## src/verilog/dma_block_defines.vh

```
`ifndef DMA_BLOCK_DEFINES_VH
`define DMA_BLOCK_DEFINES_VH

// register byte offsets
`define OFS_SRC_ADDR   12'h000
`define OFS_DST_ADDR   12'h004
`define OFS_SIZE_CNT   12'h008
`define OFS_SIZE_INIT  12'h00C
`define OFS_BLK_COUNT  12'h010
`define OFS_CONTROL    12'h014
`define OFS_STATUS     12'h018
`define OFS_IRQ_MASK   12'h01C

// control register fields
`define CTL_ENABLE     0
`define CTL_AREA_DST   1
`define CTL_SRC_MODE   3:2
`define CTL_DST_MODE   5:4

// address step modes
`define STEP_FIXED     2'h0
`define STEP_INC       2'h1
`define STEP_DEC       2'h2

// status bits
`define ST_BLOCK_DONE  0
`define ST_XFER_END    1
`define ST_BUSY        2

`define CTL_RESET      6'h00
`define ADDR_RESET     24'h000000
`define SIZE_ZERO      8'h00
`define CNT_ZERO       16'h0000

`endif

```

## src/verilog/dma_block_transfer.v

```verilog
// Our own choices: the APB slave port and the address map.
`timescale 1ns/100ps
`default_nettype none
`include "dma_block_defines.vh"

// one address stepper; any mode other than up or down holds the address
module dma_addr_step
#(
   parameter ADDR_W = 24
)
(
   input  wire [ADDR_W-1:0] addrIn,
   input  wire [1:0]        mode,
   output reg  [ADDR_W-1:0] addrOut
);

   // wraps at the ends of the space, no saturation
   always @*
   begin
      case (mode)
         `STEP_INC: addrOut = addrIn + {{(ADDR_W-1){1'b0}}, 1'b1};
         `STEP_DEC: addrOut = addrIn - {{(ADDR_W-1){1'b0}}, 1'b1};
         default:   addrOut = addrIn;
      endcase
   end

endmodule

module dma_block_transfer
#(
   parameter ADDR_W = 24,
   parameter SIZE_W = 8,
   parameter CNT_W  = 16
)
(
   input  wire              ref_clk,
   input  wire              rst_n,
   input  wire              psel,
   input  wire              penable,
   input  wire              pwrite,
   input  wire [11:0]       paddr,
   input  wire [31:0]       pwdata,
   output reg  [31:0]       prdata,
   output wire              pready,
   output wire              pslverr,
   input  wire              xferReq,
   output reg               xferAck,
   output reg               memRead,
   output reg               memWrite,
   output reg  [ADDR_W-1:0] memAddr,
   input  wire              memReady,
   input  wire [31:0]       memRdata,
   output reg  [31:0]       memWdata,
   output reg               irq
);

   localparam S_IDLE  = 2'h0;
   localparam S_READ  = 2'h1;
   localparam S_WRITE = 2'h2;
   localparam S_STEP  = 2'h3;

   // last-unit compare values, sized to their counters
   localparam [SIZE_W-1:0] SIZE_ONE = {{(SIZE_W-1){1'b0}}, 1'b1};
   localparam [CNT_W-1:0]  CNT_ONE  = {{(CNT_W-1){1'b0}}, 1'b1};

   reg [ADDR_W-1:0] srcAddr_ff;
   reg [ADDR_W-1:0] dstAddr_ff;
   reg [ADDR_W-1:0] areaStart_ff;
   reg [SIZE_W-1:0] sizeCnt_ff;
   reg [SIZE_W-1:0] sizeInit_ff;
   reg [CNT_W-1:0]  blkCount_ff;
   reg [5:0]        ctl_ff;
   reg [1:0]        status_ff;
   reg [1:0]        mask_ff;
   reg [1:0]        state_ff;
   reg              readyOut_ff;
   reg              errOut_ff;

   reg [31:0]       nxt_prdata;
   reg [1:0]        nxt_status;
   reg              blockDone;
   reg              xferEnd;
   wire [ADDR_W-1:0] srcNext;
   wire [ADDR_W-1:0] dstNext;

   // register selects, used by the error path and the status clear; read and write paths decode paddr in their own case
   wire selSrc   = (paddr == `OFS_SRC_ADDR);
   wire selDst   = (paddr == `OFS_DST_ADDR);
   wire selSzCnt = (paddr == `OFS_SIZE_CNT);
   wire selSzIni = (paddr == `OFS_SIZE_INIT);
   wire selBlk   = (paddr == `OFS_BLK_COUNT);
   wire selCtl   = (paddr == `OFS_CONTROL);
   wire selStat  = (paddr == `OFS_STATUS);
   wire selMask  = (paddr == `OFS_IRQ_MASK);
   wire mapped   = selSrc | selDst | selSzCnt | selSzIni | selBlk | selCtl | selStat | selMask;

   // first access cycle; the answer follows one cycle later
   wire apbFirst = psel & penable & ~readyOut_ff;
   wire apbWr    = psel & penable & pwrite & readyOut_ff;
   wire apbRd    = psel & penable & ~pwrite & readyOut_ff;
   wire busy     = (state_ff != S_IDLE);
   wire areaDst  = ctl_ff[`CTL_AREA_DST];

   // apb answer next values
   wire nxt_ready = apbFirst;
   wire nxt_err   = apbFirst & ~mapped;

   // end of block and end of transfer, seen in the step cycle
   wire lastXfer  = (sizeCnt_ff == SIZE_ONE);
   wire lastBlock = (blkCount_ff == CNT_ONE);

   // a request is only taken in idle with work left
   wire canAccept = ctl_ff[`CTL_ENABLE] & xferReq & (blkCount_ff != `CNT_ZERO)
                    & (sizeCnt_ff != `SIZE_ZERO);

   // interrupt next value, one cycle behind the status bits
   wire nxt_irq = |(status_ff & mask_ff);

   // one wait state per access keeps prdata registered
   assign pready  = readyOut_ff;
   assign pslverr = errOut_ff;

   // independent steppers for source and destination
   dma_addr_step
   #(
      .ADDR_W (ADDR_W)
   )
   u_src_step
   (
      .addrIn  (srcAddr_ff),
      .mode    (ctl_ff[`CTL_SRC_MODE]),
      .addrOut (srcNext)
   );

   dma_addr_step
   #(
      .ADDR_W (ADDR_W)
   )
   u_dst_step
   (
      .addrIn  (dstAddr_ff),
      .mode    (ctl_ff[`CTL_DST_MODE]),
      .addrOut (dstNext)
   );

   // apb ready and error, answer on second access cycle
   always @(posedge ref_clk or negedge rst_n)
   begin
      if (!rst_n)
      begin
         readyOut_ff <= 1'b0;
         errOut_ff   <= 1'b0;
      end
      else
      begin
         readyOut_ff <= nxt_ready;
         errOut_ff   <= nxt_err;
      end
   end

   // read data mux; loaded in the first access cycle only
   always @*
   begin
      nxt_prdata = prdata;
      if (apbFirst & ~pwrite)
      begin
         case (paddr)
            `OFS_SRC_ADDR:  nxt_prdata = {{(32-ADDR_W){1'b0}}, srcAddr_ff};
            `OFS_DST_ADDR:  nxt_prdata = {{(32-ADDR_W){1'b0}}, dstAddr_ff};
            `OFS_SIZE_CNT:  nxt_prdata = {{(32-SIZE_W){1'b0}}, sizeCnt_ff};
            `OFS_SIZE_INIT: nxt_prdata = {{(32-SIZE_W){1'b0}}, sizeInit_ff};
            `OFS_BLK_COUNT: nxt_prdata = {{(32-CNT_W){1'b0}}, blkCount_ff};
            `OFS_CONTROL:   nxt_prdata = {26'h0000000, ctl_ff};
            `OFS_STATUS:    nxt_prdata = {29'h0000000, busy, status_ff};
            `OFS_IRQ_MASK:  nxt_prdata = {30'h0000000, mask_ff};
            default:        nxt_prdata = 32'h00000000;
         endcase
      end
   end

   // read data register, stands through the answer cycle
   always @(posedge ref_clk or negedge rst_n)
   begin
      if (!rst_n)
         prdata <= 32'h00000000;
      else
         prdata <= nxt_prdata;
   end

   // channel engine and registers
   always @(posedge ref_clk or negedge rst_n)
   begin
      if (!rst_n)
      begin
         srcAddr_ff   <= `ADDR_RESET;
         dstAddr_ff   <= `ADDR_RESET;
         areaStart_ff <= `ADDR_RESET;
         sizeCnt_ff   <= `SIZE_ZERO;
         sizeInit_ff  <= `SIZE_ZERO;
         blkCount_ff  <= `CNT_ZERO;
         ctl_ff       <= `CTL_RESET;
         mask_ff      <= 2'h0;
         state_ff     <= S_IDLE;
         memRead      <= 1'b0;
         memWrite     <= 1'b0;
         memAddr      <= `ADDR_RESET;
         memWdata     <= 32'h00000000;
         xferAck      <= 1'b0;
         blockDone    <= 1'b0;
         xferEnd      <= 1'b0;
      end
      else
      begin
         xferAck   <= 1'b0;
         blockDone <= 1'b0;
         xferEnd   <= 1'b0;
         // software writes, ignored for engine registers while busy
         if (apbWr)
         begin
            case (paddr)
               `OFS_SRC_ADDR:  if (!busy) srcAddr_ff <= pwdata[ADDR_W-1:0];
               `OFS_DST_ADDR:  if (!busy) dstAddr_ff <= pwdata[ADDR_W-1:0];
               `OFS_SIZE_CNT:  if (!busy) sizeCnt_ff <= pwdata[SIZE_W-1:0];
               `OFS_SIZE_INIT: if (!busy) sizeInit_ff <= pwdata[SIZE_W-1:0];
               `OFS_BLK_COUNT: if (!busy) blkCount_ff <= pwdata[CNT_W-1:0];
               `OFS_CONTROL:   ctl_ff <= pwdata[5:0];
               `OFS_IRQ_MASK:  mask_ff <= pwdata[1:0];
               default:        ;
            endcase
         end
         case (state_ff)
            S_IDLE:
            begin
               if (canAccept)
               begin
                  xferAck      <= 1'b1;
                  areaStart_ff <= areaDst ? dstAddr_ff : srcAddr_ff;
                  memAddr      <= srcAddr_ff;
                  memRead      <= 1'b1;
                  state_ff     <= S_READ;
               end
            end
            S_READ:
            begin
               if (memReady)
               begin
                  memRead  <= 1'b0;
                  memWdata <= memRdata;
                  memAddr  <= dstAddr_ff;
                  memWrite <= 1'b1;
                  state_ff <= S_WRITE;
               end
            end
            S_WRITE:
            begin
               if (memWrite && memReady)
               begin
                  memWrite <= 1'b0;
                  state_ff <= S_STEP;
               end
            end
            S_STEP:
            begin
               // per transfer size count
               // reload at one, so a zero count never reaches the engine
               if (lastXfer)
               begin
                  sizeCnt_ff  <= sizeInit_ff;
                  blockDone   <= 1'b1;
                  blkCount_ff <= blkCount_ff - CNT_ONE;
                  if (lastBlock)
                  begin
                     xferEnd <= 1'b1;
                     ctl_ff[`CTL_ENABLE] <= 1'b0;
                  end
                  if (areaDst)
                  begin
                     dstAddr_ff <= areaStart_ff;
                     srcAddr_ff <= srcNext;
                  end
                  else
                  begin
                     srcAddr_ff <= areaStart_ff;
                     dstAddr_ff <= dstNext;
                  end
                  state_ff <= S_IDLE;
               end
               else
               begin
                  sizeCnt_ff <= sizeCnt_ff - SIZE_ONE;
                  srcAddr_ff <= srcNext;
                  dstAddr_ff <= dstNext;
                  memAddr    <= srcNext;
                  memRead    <= 1'b1;
                  state_ff   <= S_READ;
               end
            end
            default:
               state_ff <= S_IDLE;
         endcase
      end
   end

   // sticky status next value; an event in the clearing cycle survives
   always @*
   begin
      if (apbRd && selStat)
         nxt_status = {xferEnd, blockDone};
      else
         nxt_status = status_ff | {xferEnd, blockDone};
   end

   // sticky status register
   always @(posedge ref_clk or negedge rst_n)
   begin
      if (!rst_n)
         status_ff <= 2'h0;
      else
         status_ff <= nxt_status;
   end

   // level interrupt from registered state
   always @(posedge ref_clk or negedge rst_n)
   begin
      if (!rst_n)
         irq <= 1'b0;
      else
         irq <= nxt_irq;
   end

endmodule
`default_nettype wire
```

## config.mk

```make
export PLATFORM = sky130hd
export DESIGN_NAME = dma_block_transfer
export DESIGN_NICKNAME = d
export VERILOG_FILES = /design/src/verilog/dma_block_transfer.v
export VERILOG_INCLUDE_DIRS = /design/src /design/src/verilog
export SDC_FILE = /design/constraint.sdc
export NUM_CORES = 1
export LEC_CHECK = 0
export ABC_CLOCK_PERIOD_IN_PS = 5000
export BUFFER_PORTS_ARGS = -buffer_cell sky130_fd_sc_hd__buf_2
export CORE_MARGIN = 1.5
export CORE_UTILIZATION = 25
export CTS_BUF_LIST = sky130_fd_sc_hd__clkbuf_2 sky130_fd_sc_hd__clkbuf_4 sky130_fd_sc_hd__clkbuf_8
export CTS_CLUSTER_SIZE = 25
export DETAILED_ROUTE_END_ITERATION = 10
export PLACE_DENSITY = 0.47
export SYNTH_ARGS = -nofsm -noshare
export SYNTH_HDL_FRONTEND = slang
export SYNTH_SLANG_ARGS = --single-unit
```

## constraint.sdc

```tcl
create_clock -name ref_clk -period 5 [get_ports ref_clk]
set_clock_uncertainty 0.05 [all_clocks]
set_input_delay 0.25 -clock ref_clk [delete_from_list [all_inputs] [get_ports ref_clk]]
set_output_delay 0.25 -clock ref_clk [all_outputs]
set_load 0.02 [all_outputs]
```

After elaboration in Yosys (flattened, before gate mapping)
Index checks and enable logic that the tools add are counted.

Add/subtract/negate cells: 6. Equal/unequal tests: 21. Muxes and demuxes: 54. Bitwise gates (word level): 24. Reduce and logical (&&, ||, !) cells: 25.

Operators by type and width (number): 2-to-1 mux 24 bit (15); one-hot mux 24 bit (8 select lines) (1); one-hot mux 24 bit (2 select lines) (2); 2-to-1 mux 16 bit (5); one-hot mux 24 bit (3 select lines) (1); adder 24 x 1 -> 24 bit, second input constant (2); equality test 12 x 5 -> 1 bit, second input constant (4); subtractor 24 x 1 -> 24 bit, second input constant (2); 2-to-1 mux 8 bit (5); equality test 12 x 4 -> 1 bit, second input constant (2); 2-to-1 mux 1 bit (18); AND reduction 3 bit (6); equality test 16 x 1 -> 1 bit, second input constant (1); nonzero test 16 bit (1); subtractor 16 x 1 -> 16 bit, second input constant (1); equality test 12 x 3 -> 1 bit, second input constant (1); logical NOT 12 bit (1); nonzero test 2 bit (6); bitwise AND 1 bit (11); equality test 2 bit, second input constant (4); equality test 8 x 1 -> 1 bit, second input constant (1); 2-to-1 mux 2 bit (4); != test 2 bit, second input constant (4); one-hot mux 2 bit (4 select lines) (1); 16 further kinds (31).

Bits in registers: 212. Input port bits: 83. Word-level logic and storage cells: 152.

Logic depth before layout (Yosys ltp)
Word-level depth: 10. Gate-level depth with buffers: 18. Depth with buffers taken out: 12.

Cells and area by module
A second synthesis with hierarchy kept.

Cells, all modules: 1701. Area, all modules: 15185.8 sq um.

Modules (own cells, without submodules): dma_block_transfer (instances 1, cells each 1039, area an instance 10951.8 sq um, sequential area each 5104.9 sq um); dma_addr_step (instances 2, cells each 331, area an instance 2117.0 sq um, sequential area each 0.0 sq um).

Worst setup path before layout
Ideal clock, no wire load.

Kind: flip-flop to flip-flop. Start: register ctl_ff[4]. End: register dstAddr_ff[22]. Setup time: 0.079 ns. Arrival time: 4.017 ns. Path slack: 0.854 ns. Cell stages (with the launch flop): 18. Period minus slack after synthesis: 4.146 ns. Cells stage by stage: dfrtp_1 -> inv_1 -> ha_1 -> buf_2 -> buf_2 -> clkbuf_1 -> clkbuf_1 -> buf_2 -> xor2_1 -> ha_1 -> and3b_1 -> o21ai_1 -> a211oi_1 -> o31ai_1 -> o21ai_1 -> a22o_1 -> a2111oi_1 -> mux2i_1.

Cells in the longest elaborated chain, start to end: 5. Elaborated cells on any way between the ends: 6. Those cells by class: eq/ne (2); mux (4).

RTL lines: start: declaration (line dma_block_transfer.v:72) `reg [5:0] ctl_ff;`; start signal: assignment (line dma_block_transfer.v:201) `` ctl_ff <= `CTL_RESET; ``; start signal: assignment (line dma_block_transfer.v:226) `` `OFS_CONTROL: ctl_ff <= pwdata[5:0]; ``; equality test 2 bit or equality test 2 x 1 -> 1 bit (tied branches) (line dma_block_transfer.v:20) `case (mode)`; one-hot mux 24 bit (2 select lines) (*) (line dma_block_transfer.v:20); 2-to-1 mux 24 bit (line dma_block_transfer.v:276) `if (areaDst)`; 2-to-1 mux 24 bit (*) (line dma_block_transfer.v:266) `if (lastXfer)`; 2-to-1 mux 24 bit (*) (line dma_block_transfer.v:231) `case (state_ff)`; end signal: assignment (line dma_block_transfer.v:278) `dstAddr_ff <= areaStart_ff;`; end signal: assignment (line dma_block_transfer.v:284) `dstAddr_ff <= dstNext;`; end signal: assignment (line dma_block_transfer.v:292) `dstAddr_ff <= dstNext;`; end: declaration (line dma_block_transfer.v:67) `reg [ADDR_W-1:0] dstAddr_ff;`.

Mark *: on every way between the ends. The rest lies on a longest branch, timed or not. A chain may end at the register's enable or synchronous reset.

Final worst setup path
Ends and elaborated chain as after synthesis.

==> run metrics <==
Synth Flop Type=dfrtp_1; CTS Sinks=a little over 200; post-synth top area share=35.6%; Final Critical Period=just over 4 ns; Synth cell types=slightly above 90; Pwr Density=535 nW/um^2; commonest cells in the netlist=dfrtp_1 (204), nor2_1 (173), nand2_1 (172), clkbuf_1 (138), o21ai_0 (132); post-CTS sizing=0; Max rail drop VDD=about 0.3 mV; number of H-tree levels=2; final WL=56.1 mm; CTS clk-pin slew, worst paths=about 0.060 ns; Yosys reg bits=approximately 200; CTS tree=built; post-place setup slack=between 0.9 and 1 ns; final hold vios=0; RSZ-0062 raised after global routing=no; CTS root buf=clkbuf_8; Crit-path slowest cell=ha_2; Placeable Area=56600 um^2; worst-margin pin slew=roughly 1.2 ns; crit-path max cell delay=about 0.6 ns; # rows=87; GR peak layer=met2; final setup violation count=0; total grt overflow=0; clock latency on the worst-skew pair=about 0.64 ns; total of max-cap violations=0; met3 usage=4.07%; Leakage=about 7.3 nW; met2 usage=29.9%; antenna viol nets, final=0; top-count cell post-synth=dfrtp_1; final worst slack=approximately 0.9 ns; DR pass1 iterations=8; post-synthesis cell area=14400 um^2; startpoint class of the critical path=register; Ports=between 150 and 200; Gate power share=a little over two fifths; Residual DRC=0; Syn Inst Count=about 1700; EDFF count, synth=0; crit path max fanout=34; Mean Syn Cell Area=~8.3 um^2; M1 GR Usage=roughly a quarter; CP Capture Type=register; Iter 0 DRT Violations=between 1500 and 2000; CP dominant cell by count=o21ai_1; Routed WL per cell=21.2 um; All-Layer GR Usage=between 10% and 20%; port bufs=160; top cells by area, synth=dfrtp_1 (36%), o21ai_0 (4.6%), nor2_1 (4.5%); fin. max-slew vios=0; # diodes=0; layout cells sized above 1=18.1%; Max-slew headroom=17.3%; Fmax achieved=between 200 and 250 MHz; synth warn=0; HPWL after detailed placement=39.5 mm; Max Buffers Root-to-Sink=3; critical path required time=approximately 5.5 ns; Worst EP arrival=around 4.6 ns; setup TNS=0 ns; final RePlAce weighted congestion=0.865; crit path kind=reg2reg; total number of vias=14315; switching share of total power=47.3%; CP Buf/Inv Count=2; final worst path period share=between 80% and 90%; post-synth top area cell=dfrtp_1; area grow syn2layout=20.4%; cell internal pwr=about 4.9 mW; sequence of cells on the critical path=inv_1 -> ha_2 -> buf_4 -> and3b_1 -> o21ai_1 -> a211oi_1 -> o31ai_1 -> o21ai_1 -> a22o_1 -> a2111oi_1 -> mux2i_1; Initial Utilization=between 20% and 30%; die area=between 50000 and 60000 um^2; status=finished clean; Via density=around 5.4; share of power burned in registers=between 30% and 40%; first-pass GRT wire length=a little under 90 mm; number of global-route vias before repair=between 10000 and 15000; clock network power share=between 20% and 30%; DIE WIDTH=~240 um; Post-synth ARST share=between 90% and 100%; final net count=roughly 2000; pin count of the biggest net entering global routing=115; initial antenna violation count=0; NetSw=approximately 4.4 mW; chip height=243 um; delay-heaviest family, CP=compound AO/OA/AOI/OAI gates; TritonCTS Buffers=44; register area share after synthesis=between 30% and 40%; worst hold slack=between 0.05 and 0.06 ns; Hold Crit Class=in2reg
[repair_timing]
action,4_1_cts,5_1_grt
endpoints found under the setup margin,0,0
hold endpoints to repair,162,0
buffers inserted,0,0
hold buffers,57,0
[metal layers]
layer  wire (um)  vias up
met5           0        -
met4        1290        0
met3        3730       82
met2       25500      489
met1       25600     7076
li1            -     6668
[sequential cells by signal, summed over array words and instances, names as in the netlist]
name,cells
ctl_ff,6
xferEnd,1
dstAddr_ff,24
xferAck,1
areaStart_ff,24
pready,1
memRead,1
srcAddr_ff,24
blockDone,1
sizeCnt_ff,8
blkCount_ff,16
memAddr,24
pslverr,1
memWrite,1
state_ff,2
mask_ff,2
sizeInit_ff,8
status_ff,2
prdata,24
memWdata,32
irq,1
[placed cells by master, fill, tap and decap left out, types with 14 or more instances in the layout]
| cell type | count |
|---|---|
| buf_2 | 159 |
| nand2b_1 | 14 |
| nor2_1 | 173 |
| a21oi_1 | 91 |
| a31oi_1 | 26 |
| dfrtp_1 | 204 |
| buf_4 | 31 |
| mux2i_1 | 52 |
| nor2b_1 | 26 |
| a222oi_1 | 16 |
| nand2_1 | 172 |
| a22oi_1 | 25 |
| mux2_2 | 45 |
| o21a_1 | 18 |
| xnor2_1 | 32 |
| clkbuf_8 | 55 |
| dlygate4sd3_1 | 57 |
| and3_1 | 17 |
| inv_1 | 34 |
| o21ai_1 | 47 |
| o31a_1 | 18 |
| nor3_1 | 48 |
| nand3_1 | 33 |
| a221oi_1 | 24 |
| o21ai_0 | 132 |
[path summary, 6_finish.rpt]
kind / from / endpoint / slack [ns] / cells past startpoint
setup reg to reg: ctl_ff[4]$_DFFE_PN0P_ / dstAddr_ff[22]$_DFFE_PN0P_ / 0.92 / 11
hold / removal: psel / prdata[0]$_DFFE_PN0P_ / 0.05 / 5
max in group asynchronous: rst_n / prdata[14]$_DFFE_PN0P_ / 3.51 / 3
min in group asynchronous: rst_n / memWdata[18]$_DFFE_PN0P_ / 0.17 / 2
setup / recovery: ctl_ff[4]$_DFFE_PN0P_ / dstAddr_ff[22]$_DFFE_PN0P_ / 0.92 / 11
hold reg to reg: blockDone$_DFF_PN0_ / status_ff[0]$_DFF_PN0_ / 0.38 / 1
[power groups by stage]
stage / registers, mW / clock network, mW / logic, mW
5_1_grt: 3.33 / 2.25 / 4.32
2_1_floorplan: 2.80 / 0 / 2.82
3_5_place_dp: 3.24 / 0 / 3.86
3_3_place_gp: 3.23 / 0 / 3.82
4_1_cts: 3.21 / 2.17 / 3.91
6_report: 3.23 / 2.09 / 3.92
[metrics by stage]
stage	std cells	util (%)	power, mW	cell area, um^2
after CTS	2651	30.5	9.30	17300
after global placement	2516	27.8	7.05	15700
after detailed placement	2516	27.8	7.10	15700
after global routing	2652	30.5	9.89	17300
after floorplan	1742	-	5.62	14400
final	2652	30.5	9.24	17300
[layout make-up]
cell class	count	area [um^2]
Clock inverter	10	129
Tap cell	756	946
Fill cell	6087	39300
Timing Repair Buffer	250	1650
Clock buffer	68	855
Inverter	36	135
Multi-Input combinational cell	1328	8470
Sequential cell	204	5100
[worst min-delay path: stages]
cell and delay [ns]:
buf_2 0.10, nand2_1 0.09, nor3_2 0.08, nor2_1 0.10, a31oi_1 0.06
[cells by family (layout without fill, tap and decap cells)]
| logic type | after synthesis | in the layout | share of synthesized area (%) |
|---|---|---|---|
| compound gates | 567 | 567 | 26.6 |
| simple gates | 599 | 599 | 20.8 |
| other cells | 1 | 8 | 0.0261 |
| xor+xnor | 42 | 42 | 2.56 |
| flops | 204 | 204 | 35.6 |
| buf+inv | 210 | 364 | 5.89 |
| mux | 97 | 97 | 7.16 |
| fa+ha+maj | 15 | 15 | 1.31 |
Note: power is estimated with default switching activity, not from simulation.
